$ cat src/logic/sipo_map.vh
// Constants for the serial-in parallel-out output expander
`ifndef SIPO_MAP_VH
`define SIPO_MAP_VH
`define SIPO_WIDTH 12
`define SIPO_MSB 11
`define SIPO_ZERO 12'h000
`define SIPO_LOW1 1'h0
`define SIPO_HIGH1 1'h1
`define SIPO_NPINS 4
`define SIPO_PIN_CLK 3
`define SIPO_PIN_DATA 2
`define SIPO_PIN_STROBE 1
`define SIPO_PIN_CLEAR 0
`endif

$ cat src/logic/sipo_sync.v
// Two-flop synchroniser for one pin input
module sipo_sync (
  // Clock and reset
  input wire i_clk_sys,
  input wire i_nrst,
  // Pin side
  input wire i_pin,
  // Clock side
  output wire o_level
);
`include "sipo_map.vh"
  reg meta_q;
  reg sync_q;
  always @(posedge i_clk_sys or negedge i_nrst) begin
    if (!i_nrst) begin
      meta_q <= `SIPO_LOW1;
      sync_q <= `SIPO_LOW1;
    end else begin
      meta_q <= i_pin;
      sync_q <= meta_q;
    end
  end
  assign o_level = sync_q;
endmodule // sipo_sync

$ cat src/logic/sipo_expander.v
// Serial-in parallel-out 12-bit output expander, top level
module sipo_expander (
  // System clock and reset
  input wire i_clk_sys,
  input wire i_nrst,
  // Host serial pins
  input wire i_ser_clk,
  input wire i_ser_data,
  input wire i_load_strobe,
  input wire i_clear_n,
  // Parallel outputs
  output reg [11:0] o_par_out
);
`include "sipo_map.vh"

  // ****************************************
  // Local codes
  // ****************************************
  // Latch modes, decoded once and shared by every output bit
  // Hold: strobe high, latches keep their value
  localparam [1:0] MODE_HOLD = 2'h0;

  // Live: strobe low and a serial edge, latches take the new word
  localparam [1:0] MODE_LIVE = 2'h1;

  // Load: strobe low with no edge, latches copy the register
  localparam [1:0] MODE_LOAD = 2'h2;

  // Clear: clear pin low, latches forced low
  localparam [1:0] MODE_CLEAR = 2'h3;

  // ****************************************
  // Pin synchronisers
  // ****************************************
  // Pins are asynchronous; two flops each keep metastability out
  // Limitation: each pin level must last more than one system clock to be seen
  // Strobe enters inverted so a reset sync reads as the idle high level

  wire clk_s;
  wire data_s;
  wire strobe_s;
  wire clear_n_s;
  wire strobe_n_s;
  // Raw and synced pin levels, indexed by pin
  wire [`SIPO_NPINS-1:0] pins_raw;
  wire [`SIPO_NPINS-1:0] pins_s;

  // Pin indices live in the map header
  // Serial clock
  assign pins_raw[`SIPO_PIN_CLK] = i_ser_clk;
  // Serial data
  assign pins_raw[`SIPO_PIN_DATA] = i_ser_data;
  // Strobe, inverted
  assign pins_raw[`SIPO_PIN_STROBE] = ~i_load_strobe;
  // Clear, active low
  assign pins_raw[`SIPO_PIN_CLEAR] = i_clear_n;

  genvar gi;
  generate
    for (gi = 0; gi < `SIPO_NPINS; gi = gi + 1) begin : g_sync
      sipo_sync u_sync (
        .i_clk_sys(i_clk_sys),
        .i_nrst(i_nrst),
        .i_pin(pins_raw[gi]),
        .o_level(pins_s[gi])
      );
    end
  endgenerate

  // Synced levels
  assign clk_s = pins_s[`SIPO_PIN_CLK];
  assign data_s = pins_s[`SIPO_PIN_DATA];
  assign strobe_n_s = pins_s[`SIPO_PIN_STROBE];
  // Back to true polarity
  assign strobe_s = ~strobe_n_s;
  assign clear_n_s = pins_s[`SIPO_PIN_CLEAR];

  // ****************************************
  // Serial clock edge detect
  // ****************************************
  // Data and clock share sync delay, so data is sampled as at the pin edge
  // One pulse per rising serial edge, whatever its length
  reg clk_prev_q;
  wire clk_prev_d;
  wire shift_en;

  assign clk_prev_d = clk_s;

  always @(posedge i_clk_sys or negedge i_nrst) begin
    if (!i_nrst) begin
      clk_prev_q <= `SIPO_LOW1;
    end else begin
      clk_prev_q <= clk_prev_d;
    end
  end

  assign shift_en = clk_s & ~clk_prev_q;

  // ****************************************
  // Strobe edge detect
  // ****************************************
  // Reset value matches the idle pin level, so no false fall after reset
  reg strobe_prev_q;
  wire strobe_prev_d;
  wire strobe_fall;

  assign strobe_prev_d = strobe_s;

  always @(posedge i_clk_sys or negedge i_nrst) begin
    if (!i_nrst) begin
      strobe_prev_q <= `SIPO_HIGH1;
    end else begin
      strobe_prev_q <= strobe_prev_d;
    end
  end

  assign strobe_fall = strobe_prev_q & ~strobe_s;

  // ****************************************
  // Shift register, no reset
  // ****************************************
  // No reset term: powers up undefined, clear never touches it
  // Newest bit at bit zero, oldest falls out of the top
  reg [`SIPO_MSB:0] shift_q;
  wire [`SIPO_MSB:0] shift_d;

  assign shift_d = {shift_q[`SIPO_MSB-1:0], data_s};

  // Only a detected serial edge moves the register
  always @(posedge i_clk_sys) begin
    if (shift_en) begin
      shift_q <= shift_d;
    end
  end

  // ****************************************
  // Latch mode decode
  // ****************************************
  // Clear wins over strobe, whatever the clock does
  // Trade-off: clear acts after the sync delay, not at once
  // Strobe low with no edge keeps the latch transparent
  reg [1:0] mode_d;

  always @* begin
    mode_d = MODE_HOLD;
    if (!clear_n_s) begin
      mode_d = MODE_CLEAR;
    end else if (!strobe_s && shift_en) begin
      mode_d = MODE_LIVE;
    end else if (strobe_fall) begin
      mode_d = MODE_LOAD;
    end else if (!strobe_s) begin
      mode_d = MODE_LOAD;
    end
  end

  // ****************************************
  // Output latch, one slice per bit
  // ****************************************
  // Each bit picks from the same decoded mode
  wire [`SIPO_MSB:0] par_out_d;

  genvar gb;
  generate
    for (gb = 0; gb < `SIPO_WIDTH; gb = gb + 1) begin : g_latch
      reg bit_d;

      always @* begin
        case (mode_d)
          MODE_HOLD: begin
            bit_d = o_par_out[gb];
          end

          MODE_LIVE: begin
            bit_d = shift_d[gb];
          end

          MODE_LOAD: begin
            bit_d = shift_q[gb];
          end

          MODE_CLEAR: begin
            bit_d = `SIPO_LOW1;
          end

          default: begin
            bit_d = o_par_out[gb];
          end
        endcase
      end

      assign par_out_d[gb] = bit_d;
    end
  endgenerate

  // ****************************************
  // Output flops
  // ****************************************
  // Latch feeds the flops only, the pins are driven from the flops
  // System reset only; the clear pin acts through the mode decode
  always @(posedge i_clk_sys or negedge i_nrst) begin
    if (!i_nrst) begin
      o_par_out <= `SIPO_ZERO;
    end else begin
      o_par_out <= par_out_d;
    end
  end

endmodule // sipo_expander

$ cat config.mk
export PLATFORM = sky130hd
export DESIGN_NAME = sipo_expander
export DESIGN_NICKNAME = d
export VERILOG_FILES = /design/src/logic/sipo_sync.v /design/src/logic/sipo_expander.v
export VERILOG_INCLUDE_DIRS = /design/src /design/src/logic
export SDC_FILE = /design/constraint.sdc
export NUM_CORES = 1
export LEC_CHECK = 0
export BUFFER_PORTS_ARGS = -buffer_cell sky130_fd_sc_hd__buf_2
export CAP_MARGIN = 20
export CELL_PAD_IN_SITES_DETAIL_PLACEMENT = 0
export CELL_PAD_IN_SITES_GLOBAL_PLACEMENT = 1
export CORE_MARGIN = 3
export CORE_UTILIZATION = 41
export CTS_CLUSTER_DIAMETER = 60
export DETAILED_ROUTE_END_ITERATION = 12
export GPL_ROUTABILITY_DRIVEN = 0
export GPL_TIMING_DRIVEN = 0
export PLACE_DENSITY = 0.66
export SLEW_MARGIN = 20
export SYNTH_ARGS = -nofsm -noshare
export SYNTH_HDL_FRONTEND = slang
export SYNTH_SLANG_ARGS = --single-unit
$ cat constraint.sdc
create_clock -name i_clk_sys -period 1.5 [get_ports i_clk_sys]
set_input_delay 0.3 -clock i_clk_sys [delete_from_list [all_inputs] [get_ports i_clk_sys]]
set_output_delay 0.3 -clock i_clk_sys [all_outputs]
set_load 0.01 [all_outputs]
# After elaboration in Yosys (flattened, before gate mapping)
# Index checks and enable logic that the tools add are counted.
[totals]
reg_bits = 34
inputBits = 6
out_inout_bits = 12
[classes]
n_eq_ne = 3
mux = 16
bitwise_logic = 5
n_reduce_logical = 2
[op_table]
columns = ["operator", "count"]
rows = [
  ["1-bit one-hot mux with 3 select lines", 12],
  ["2-bit 2-to-1 mux", 4],
  ["2-bit == test, second input constant", 2],
  ["1-bit NOT", 3],
  ["1-bit bitwise AND", 2],
  ["2-bit by 1-bit == test with 1-bit output, second input constant", 1],
  ["2-bit logical NOT", 1],
  ["1-bit logical AND", 1],
]

# Longest topological paths before layout
# Gate-level depths: netlist (run 1).
[logic_depth]
word_depth = 7
depth_mapped = 3
mapped_depth_nobuf = 2

# Modules after synthesis
# A second synthesis (run 1) with hierarchy kept.
[hier_totals]
cells_unflattened = 91
area_unflattened_um2 = 1375.1
[by_module_without_submodules]
columns = ["mod", "instances", "cells_each", "area_each_um2"]
rows = [
  ["sipo_expander", 1, 83, 1174.9],
  ["sipo_sync", 4, 2, 50.0],
]

# Worst setup path after synthesis (run 1)
# OpenSTA, ideal clock, no wires.
[synth_timing]
path_kind = "register to register"
from = "register clk_prev_q"
to = "register shift_q[0], enable pin"
setup_time_ps = 344
t_arrival_ps = 1020
required_time_ps = 1156
slack_ps = 137
path_stages_with_launch = 4
path_buffers = 1
synth_period_minus_slack_ps = 1363
path_cell_list = "dfrtp_1 > nand2b_4 > buf_2 > inv_1"
[synth_between]
elab_chain_cells = 2
[synth_rtl]
columns = ["item", "line_no", "source"]
rows = [
  ["start, declared", "sipo_expander.v:83", "reg clk_prev_q;"],
  ["start signal, assigned", "sipo_expander.v:91", "clk_prev_q <= `SIPO_LOW1;"],
  ["start signal, assigned", "sipo_expander.v:93", "clk_prev_q <= clk_prev_d;"],
  ["1-bit NOT", "sipo_expander.v:97", "assign shift_en = clk_s & ~clk_prev_q;"],
  ["1-bit bitwise AND", "sipo_expander.v:97", ""],
  ["end signal, assigned", "sipo_expander.v:132", "shift_q <= shift_d;"],
  ["end, declared", "sipo_expander.v:124", "reg [`SIPO_MSB:0] shift_q;"],
]
# Every way passes these cells.
# A chain may end at the register's enable or synchronous reset.

# Final worst setup path (run 1)
[layout_timing]
from = "register clk_prev_q"
to = "register shift_q[7], enable pin"
# Same word-level chain as after synthesis.

==> results of run 1 <==
[per-layer routing]
metal	wire length [µm]	up-vias	GRT usage
met3	140	5	0.0633
met2	1120	20	0.217
met4	45	0	0.0633
li1	-	395	-
met1	1270	429	0.197
met5	0	-	0
[layout make-up]
type                            count  area, µm²
Fill cell                         284       1520
Inverter                            3       15.0
Clock buffer                        6       41.3
Timing Repair Buffer               20        110
Buffer                              7       48.8
Clock inverter                      2       10.0
Sequential cell                    33        886
Multi-Input combinational cell     48        440
Tap cell                           44       55.1
[power groups by stage]
| stage | clock [mW] | combinational [mW] | sequential (mW) |
|---|---|---|---|
| final | 0.463 | 0.175 | 1.01 |
| after global placement | 0 | 0.170 | 1.03 |
| after CTS | 0.487 | 0.178 | 1.01 |
| after floorplan | 0 | 0.0935 | 1.04 |
| after detailed placement | 0 | 0.170 | 1.03 |
| after global routing | 0.534 | 0.193 | 1.02 |
[kinds of logic after synthesis]
kind of cell,after synthesis,share of synthesized area
buffers and inverters,10,0.0416
AOI/OAI and AO/OA,24,0.154
DFF,33,0.640
and+or+nand+nor,24,0.165
[metrics by stage]
stage / TNS [ns] / worst slack (ns) / hold slack, ns
finish: 0 / 0.116 / 0.0725
global route: 0 / 0.0860 / 0.0486
CTS: 0 / 0.0304 / 0.0619
detailed placement: -1.04 / -0.0868 / 0.291
global placement: -1.30 / -0.109 / 0.286
floorplan: 0 / 0.137 / 0.00441
[critical path, delay by kind of cell (launching register included)]
kind | cells | cell delay, ns
and+or+nand+nor | 1 | 0.18
buffers and inverters | 3 | 0.52
DFF | 1 | 0.42
[state kept, by name, summed over array words and instances, names as in the netlist]
signal,flops
g_sync.u_sync.meta_q,4
clk_prev_q,1
g_sync.u_sync.o_level,4
o_par_out,12
shift_q,12
[what timing repair did]
item / in CTS / in global routing
gates resized for setup: 1 / 1
cloned: 0 / 0
endpoints found under the setup margin: 12 / 9
hold buffers: 1 / 0
setup buffers: 2 / 0
endpoints found under the hold margin: 21 / 0
[cells in the mapped netlist]
library cell | count | area [µm²]
nor2b_1 | 11 | 68.8
dfrtp_1 | 21 | 526
edfxtp_1 | 12 | 360
o21ai_1 | 11 | 55.1
buf_6 | 1 | 11.3
nor4bb_1 | 2 | 20.0
and4bb_1 | 10 | 125
a211oi_2 | 11 | 138
clkbuf_1 | 2 | 7.51
a311oi_2 | 1 | 15.0
buf_4 | 3 | 22.5
nand2b_4 | 1 | 13.8
inv_1 | 3 | 11.3
o21ai_0 | 1 | 5.00
buf_2 | 1 | 5.00
[worst paths after layout]
check	from	endpoint	slack, ns	depth (start not counted)
hold / removal	i_clear_n	g_sync[0].u_sync.meta_q	0.07	1
hold reg to reg	g_sync[3].u_sync.meta_q	g_sync[3].u_sync.o_level	0.36	0
min in group asynchronous	i_nrst	o_par_out[9]	0.45	2
setup reg to reg	clk_prev_q	shift_q[7]	0.12	4
setup / recovery	clk_prev_q	shift_q[7]	0.12	4
max in group asynchronous	i_nrst	g_sync[2].u_sync.o_level	0.71	2
==> flow_summary_export.csv, run 1 <==
group,metric,value,unit
pwr,seqPwrFrac,0.614,
setup_path,critPathKind,"flip-flop to flip-flop",
job,maxCapViolCount,0,
hold_path,hp-class,"input port to flip-flop",
pwr,p_sw_frac,0.249,
grt,gr-total-overflow,0,
sta,setup_violations,0,
floorplan,die_w,64.1,µm
final_layout,final_cell_mix,"dfrtp_1, buf_2, edfxtp_1",
setup_path,startpoint_type,"flip-flop",
final_layout,final_common_cell,"dfrtp_1",
pwr,p_clk_frac,0.280,
grt,grt_pass1_vias,861,
grt,antenna_found_initial,0,
setup_path,cp_slowest_stage_delay,0.42,ns
floorplan,rows,20,
pwr,comb_power_share,0.106,
sta,slew_headroom,0.649,
final_layout,diodes,0,
logic_synthesis,syn_area_per_cell,15.2,µm²
routing,dr.pass1.iters,4,
logic_synthesis,synth.distinct_cells,15,
place,dp.cells,152,
clocking,cts_buffers,5,
logic_synthesis,yosys_register_bits,33,
sta,worstMarginPinSlew,0.527,ns
routing,viasPerCell,5.21,
logic_synthesis,ys_seq_area_frac,0.640,
setup_path,required,1.55,ns
routing,ant_nets,0,
clocking,clockRootBuffer,"clkbuf_4",
floorplan,pin_count,18,
logic_synthesis,syn_inst,91,
clocking,clk_path_buf_depth,2,
setup_path,crit_slowest_cell,"dfrtp_1",
floorplan,initial_core_util,0.442,
clocking,clk_latency,0.33,ns
setup_path,worst_ep_arrival_time,1.43,ns
routing,routedWlPerCell,15.8,µm
sta,drv_slew,0,
status,status,"completed",
place,io_buffers,17,
final_layout,fin_nets,124,
grt,grt_first_pass_wirelength,4.39,mm
setup_path,end_kind,"flip-flop",
final_layout,area_delta_synth_final,16.1,%
clocking,clkTransAtPathRegs,0.10,ns
logic_synthesis,synth_nets,97,
setup_path,worstPathCellList,"nand2b_4, clkbuf_4, clkinvlp_4, buf_4",
sta,rsz0062_at_grt,"false",
sta,worst_clock_skew,0.0115,ns
logic_synthesis,yosysWarnings,0,
setup_path,crit_fanout,10,
routing,drc,0,
grt,grt_max_degree,22,
pwr,leakagePower,0.684,nW
pwr,p_per_area,1030,nW/µm²
final_layout,fin_util,0.514,
sta,hold_viol,0,
clocking,clock_sinks,33,
routing,wl,2.57,mm
routing,num_vias,849,
sta,fmax,723,MHz
pwr,power_switching,0.411,mW
floorplan,dieArea,4110,µm²
place,hpwl,1.65,mm
sta,period_minus_slack,1.38,ns
floorplan,die_h,64.1,µm
clocking,htree_levels,2,
grt,grt_usage,0.150,
pwr,peakVddDrop,0.000641,V
pwr,finalPower,1.65,mW
pwr,p_int,1.24,mW
routing,initialDrtViolationCount,38,
final_layout,final-instance-count-excl-fill,163,
logic_synthesis,synth_area,1380,µm²
clocking,cts_tree,"done",
sta,fin_crit_sh,0.923,
floorplan,coreArea,3130,µm²
place,place_area,1520,µm²
final_layout,design_area,1610,µm²
final_layout,layout-drive-gt1-share,0.378,
No activity file was read; power rests on OpenSTA's default activity.
==> run 2, diff against run 1 <==
- BUFFER_PORTS_ARGS: -buffer_cell sky130_fd_sc_hd__buf_2 -> not set
- DONT_BUFFER_PORTS: not set -> 1
- PLACE_DENSITY: 0.66 -> 0.61
- SYNTH_HIERARCHICAL: not set -> 1
==> flow_summary_export.csv, run 2 <==
group,metric,value,unit
floorplan,coreArea,3130,µm²
sta,rsz0062_at_grt,"false",
sta,worst_clock_skew,0.0130,ns
logic_synthesis,ys_seq_area_frac,0.644,
routing,num_vias,791,
clocking,clk_path_buf_depth,2,
final_layout,area_delta_synth_final,13.8,%
setup_path,end_kind,"flip-flop",
clocking,htree_levels,2,
clocking,cts_buffers,5,
final_layout,design_area,1570,µm²
logic_synthesis,synthFlopType,"dfrtp_1",
pwr,leakagePower,0.624,nW
job,maxCapViolCount,0,
final_layout,final_cell_mix,"dfrtp_1, edfxtp_1, nor2b_1, a211oi_2, and4bb_1",
final_layout,fin_nets,112,
floorplan,initial_core_util,0.440,
final_layout,top_regs,"o_par_out: 12 flops, shift_q: 12 flops",
clocking,cts_tree,"done",
final_layout,final-instance-count-excl-fill,151,
final_layout,layout-drive-gt1-share,0.280,
floorplan,pin_count,18,
floorplan,die_h,63.9,µm
sta,fin_ws,0.103,ns
logic_synthesis,synthTopCellsByArea,"dfrtp_1, edfxtp_1, a211oi_2",
setup_path,startpoint,"clk_prev_q",
sta,holdWs,0.344,ns
logic_synthesis,ys_top_cells_by_count,"dfrtp_1, edfxtp_1, a211oi_2, nor2b_1, and4bb_1",
routing,initialDrtViolationCount,38,
final_layout,final_common_cell,"dfrtp_1",
sta,drv_slew,0,
pwr,peakVddDrop,0.000455,V
place,dp.cells,135,
routing,ant_nets,0,
clocking,clock_sinks,33,
grt,grt_usage,0.145,
pwr,p_per_area,1050,nW/µm²
sta,fin_crit_sh,0.931,
place,place_area,1430,µm²
setup_path,critPathKind,"flip-flop to flip-flop",
pwr,finalPower,1.64,mW
sta,hold_viol,0,
sta,setup_violations,0,
setup_path,r2r-start,"clk_prev_q",
floorplan,rows,20,
status,status,"completed",
setup_path,worst_ep_arrival_time,1.44,ns
routing,wl,2.55,mm
logic_synthesis,synth_nets,97,
logic_synthesis,yosys_register_bits,33,
place,hpwl,1.58,mm
logic_synthesis,yosysMostFrequentCell,"dfrtp_1",
clocking,clk_latency,0.33,ns
sta,period_minus_slack,1.40,ns
setup_path,startpoint_type,"flip-flop",
routing,highest_layer,"met4",
place,pre_cts_ws,-0.118,ns
logic_synthesis,synth.distinct_cells,14,
logic_synthesis,synth_async_sr_flop_share,0.636,
place,io_buffers,0,
grt,grt_max_degree,22,
final_layout,nFillCells,289,
floorplan,die_w,63.9,µm
grt,grt_first_pass_wirelength,4.37,mm
routing,drc,0,
grt,gr-total-overflow,0,
setup_path,required,1.54,ns
grt,grt_pass1_vias,863,
logic_synthesis,yosysWarnings,6,
logic_synthesis,yosys.area.top_type,"dfrtp_1",
routing,routedWlPerCell,16.9,µm
hold_path,hp-class,"input port to asynchronous set/reset pin",
clocking,clockRootBuffer,"clkbuf_4",
clocking,clkTransAtPathRegs,0.11,ns
logic_synthesis,synth_top_area_frac,0.382,
sta,slew_headroom,0.665,
routing,viasPerCell,5.24,
routing,dr.pass1.iters,4,
sta,fmax,716,MHz
logic_synthesis,synth_edf_count,12,
final_layout,diodes,0,
logic_synthesis,syn_inst,91,
logic_synthesis,synth_area,1380,µm²
routing,route.met3.wl,118,µm
sta,worstMarginPinSlew,0.503,ns
grt,antenna_found_initial,0,
floorplan,dieArea,4080,µm²
logic_synthesis,syn_area_per_cell,15.1,µm²
routing,wl_met1,1.22,mm
routing,wl_met2,1.17,mm
setup_path,crit_fanout,10,
==> run 2: cell types whose count changed after synthesis <==
cell,before,now
and4bb_2,0,2
buf_2,1,2
buf_6,1,0
nand2b_1,0,1
nand2b_4,1,0
nor4bb_1,2,0
o21ai_0,1,5
o21ai_1,11,7
==> run 2: path summary, 6_finish.rpt <==
path / endpoint / slack [ns] / cells after the start
min in group i_clk_sys: g_sync[1].u_sync/o_level / 0.36 / 0
min: g_sync[0].u_sync/o_level / 0.34 / 1
max in group asynchronous: g_sync[2].u_sync/o_level / 0.68 / 2
min reg2reg: g_sync[1].u_sync/o_level / 0.36 / 0
max: shift_q[9] / 0.10 / 4
max reg2reg: shift_q[9] / 0.10 / 4
==> run 2: logic make-up (layout without fill, tap and decap cells) <==
| logic type | Yosys count | count (layout) | share of synthesized area |
|---|---|---|---|
| flops | 33 | 33 | 0.644 |
| compound gates | 24 | 24 | 0.155 |
| simple gates | 24 | 24 | 0.164 |
| buf+inv | 10 | 26 | 0.0373 |
==> run 2: power by group <==
part / switching (mW) / internal (mW) / total, mW / leakage [nW]
Sequential: 0.0435 / 0.984 / 1.03 / 0.373
Combinational: 0.0771 / 0.0635 / 0.141 / 0.219
Clock: 0.293 / 0.178 / 0.471 / 0.0320
Total: 0.414 / 1.23 / 1.64 / 0.624
==> run 2: layout make-up <==
type	instances	area [µm²]	share of cell area
Buffer	7	43.8	0.0280
Inverter	3	15.0	0.00959
Multi-Input combinational cell	48	438	0.280
Clock buffer	6	41.3	0.0264
Tap cell	44	55.1	0.0352
Sequential cell	33	886	0.566
Timing Repair Buffer	8	76.3	0.0488
Clock inverter	2	10.0	0.00639
==> run 2: stage by stage <==
step / util / TNS (ns)
after floorplan: - / 0
after global placement: 0.457 / -1.52
after detailed placement: 0.457 / -1.41
after CTS: 0.496 / 0
after global routing: 0.500 / 0
final: 0.500 / 0
==> run 2: critical path, stage by stage (launching register included) <==
cell and delay (ns):
dfrtp_1 0.41, nand2b_1 0.25, buf_6 0.21, clkinvlp_4 0.08
buf_4 0.15
==> run 2: per-layer routing <==
| layer | global-route usage | up-vias |
|---|---|---|
| met4 | 0.0485 | 0 |
| li1 | - | 372 |
| met2 | 0.217 | 17 |
| met3 | 0.0650 | 5 |
| met5 | 0 | - |
| met1 | 0.186 | 397 |
==> run 2: repair_timing <==
item | in CTS | in global routing
hold buffers | 5 | 0
setup buffers | 2 | 0
gates resized for setup | 1 | 1
setup endpoints to repair | 12 | 12
endpoints found under the hold margin | 25 | 0
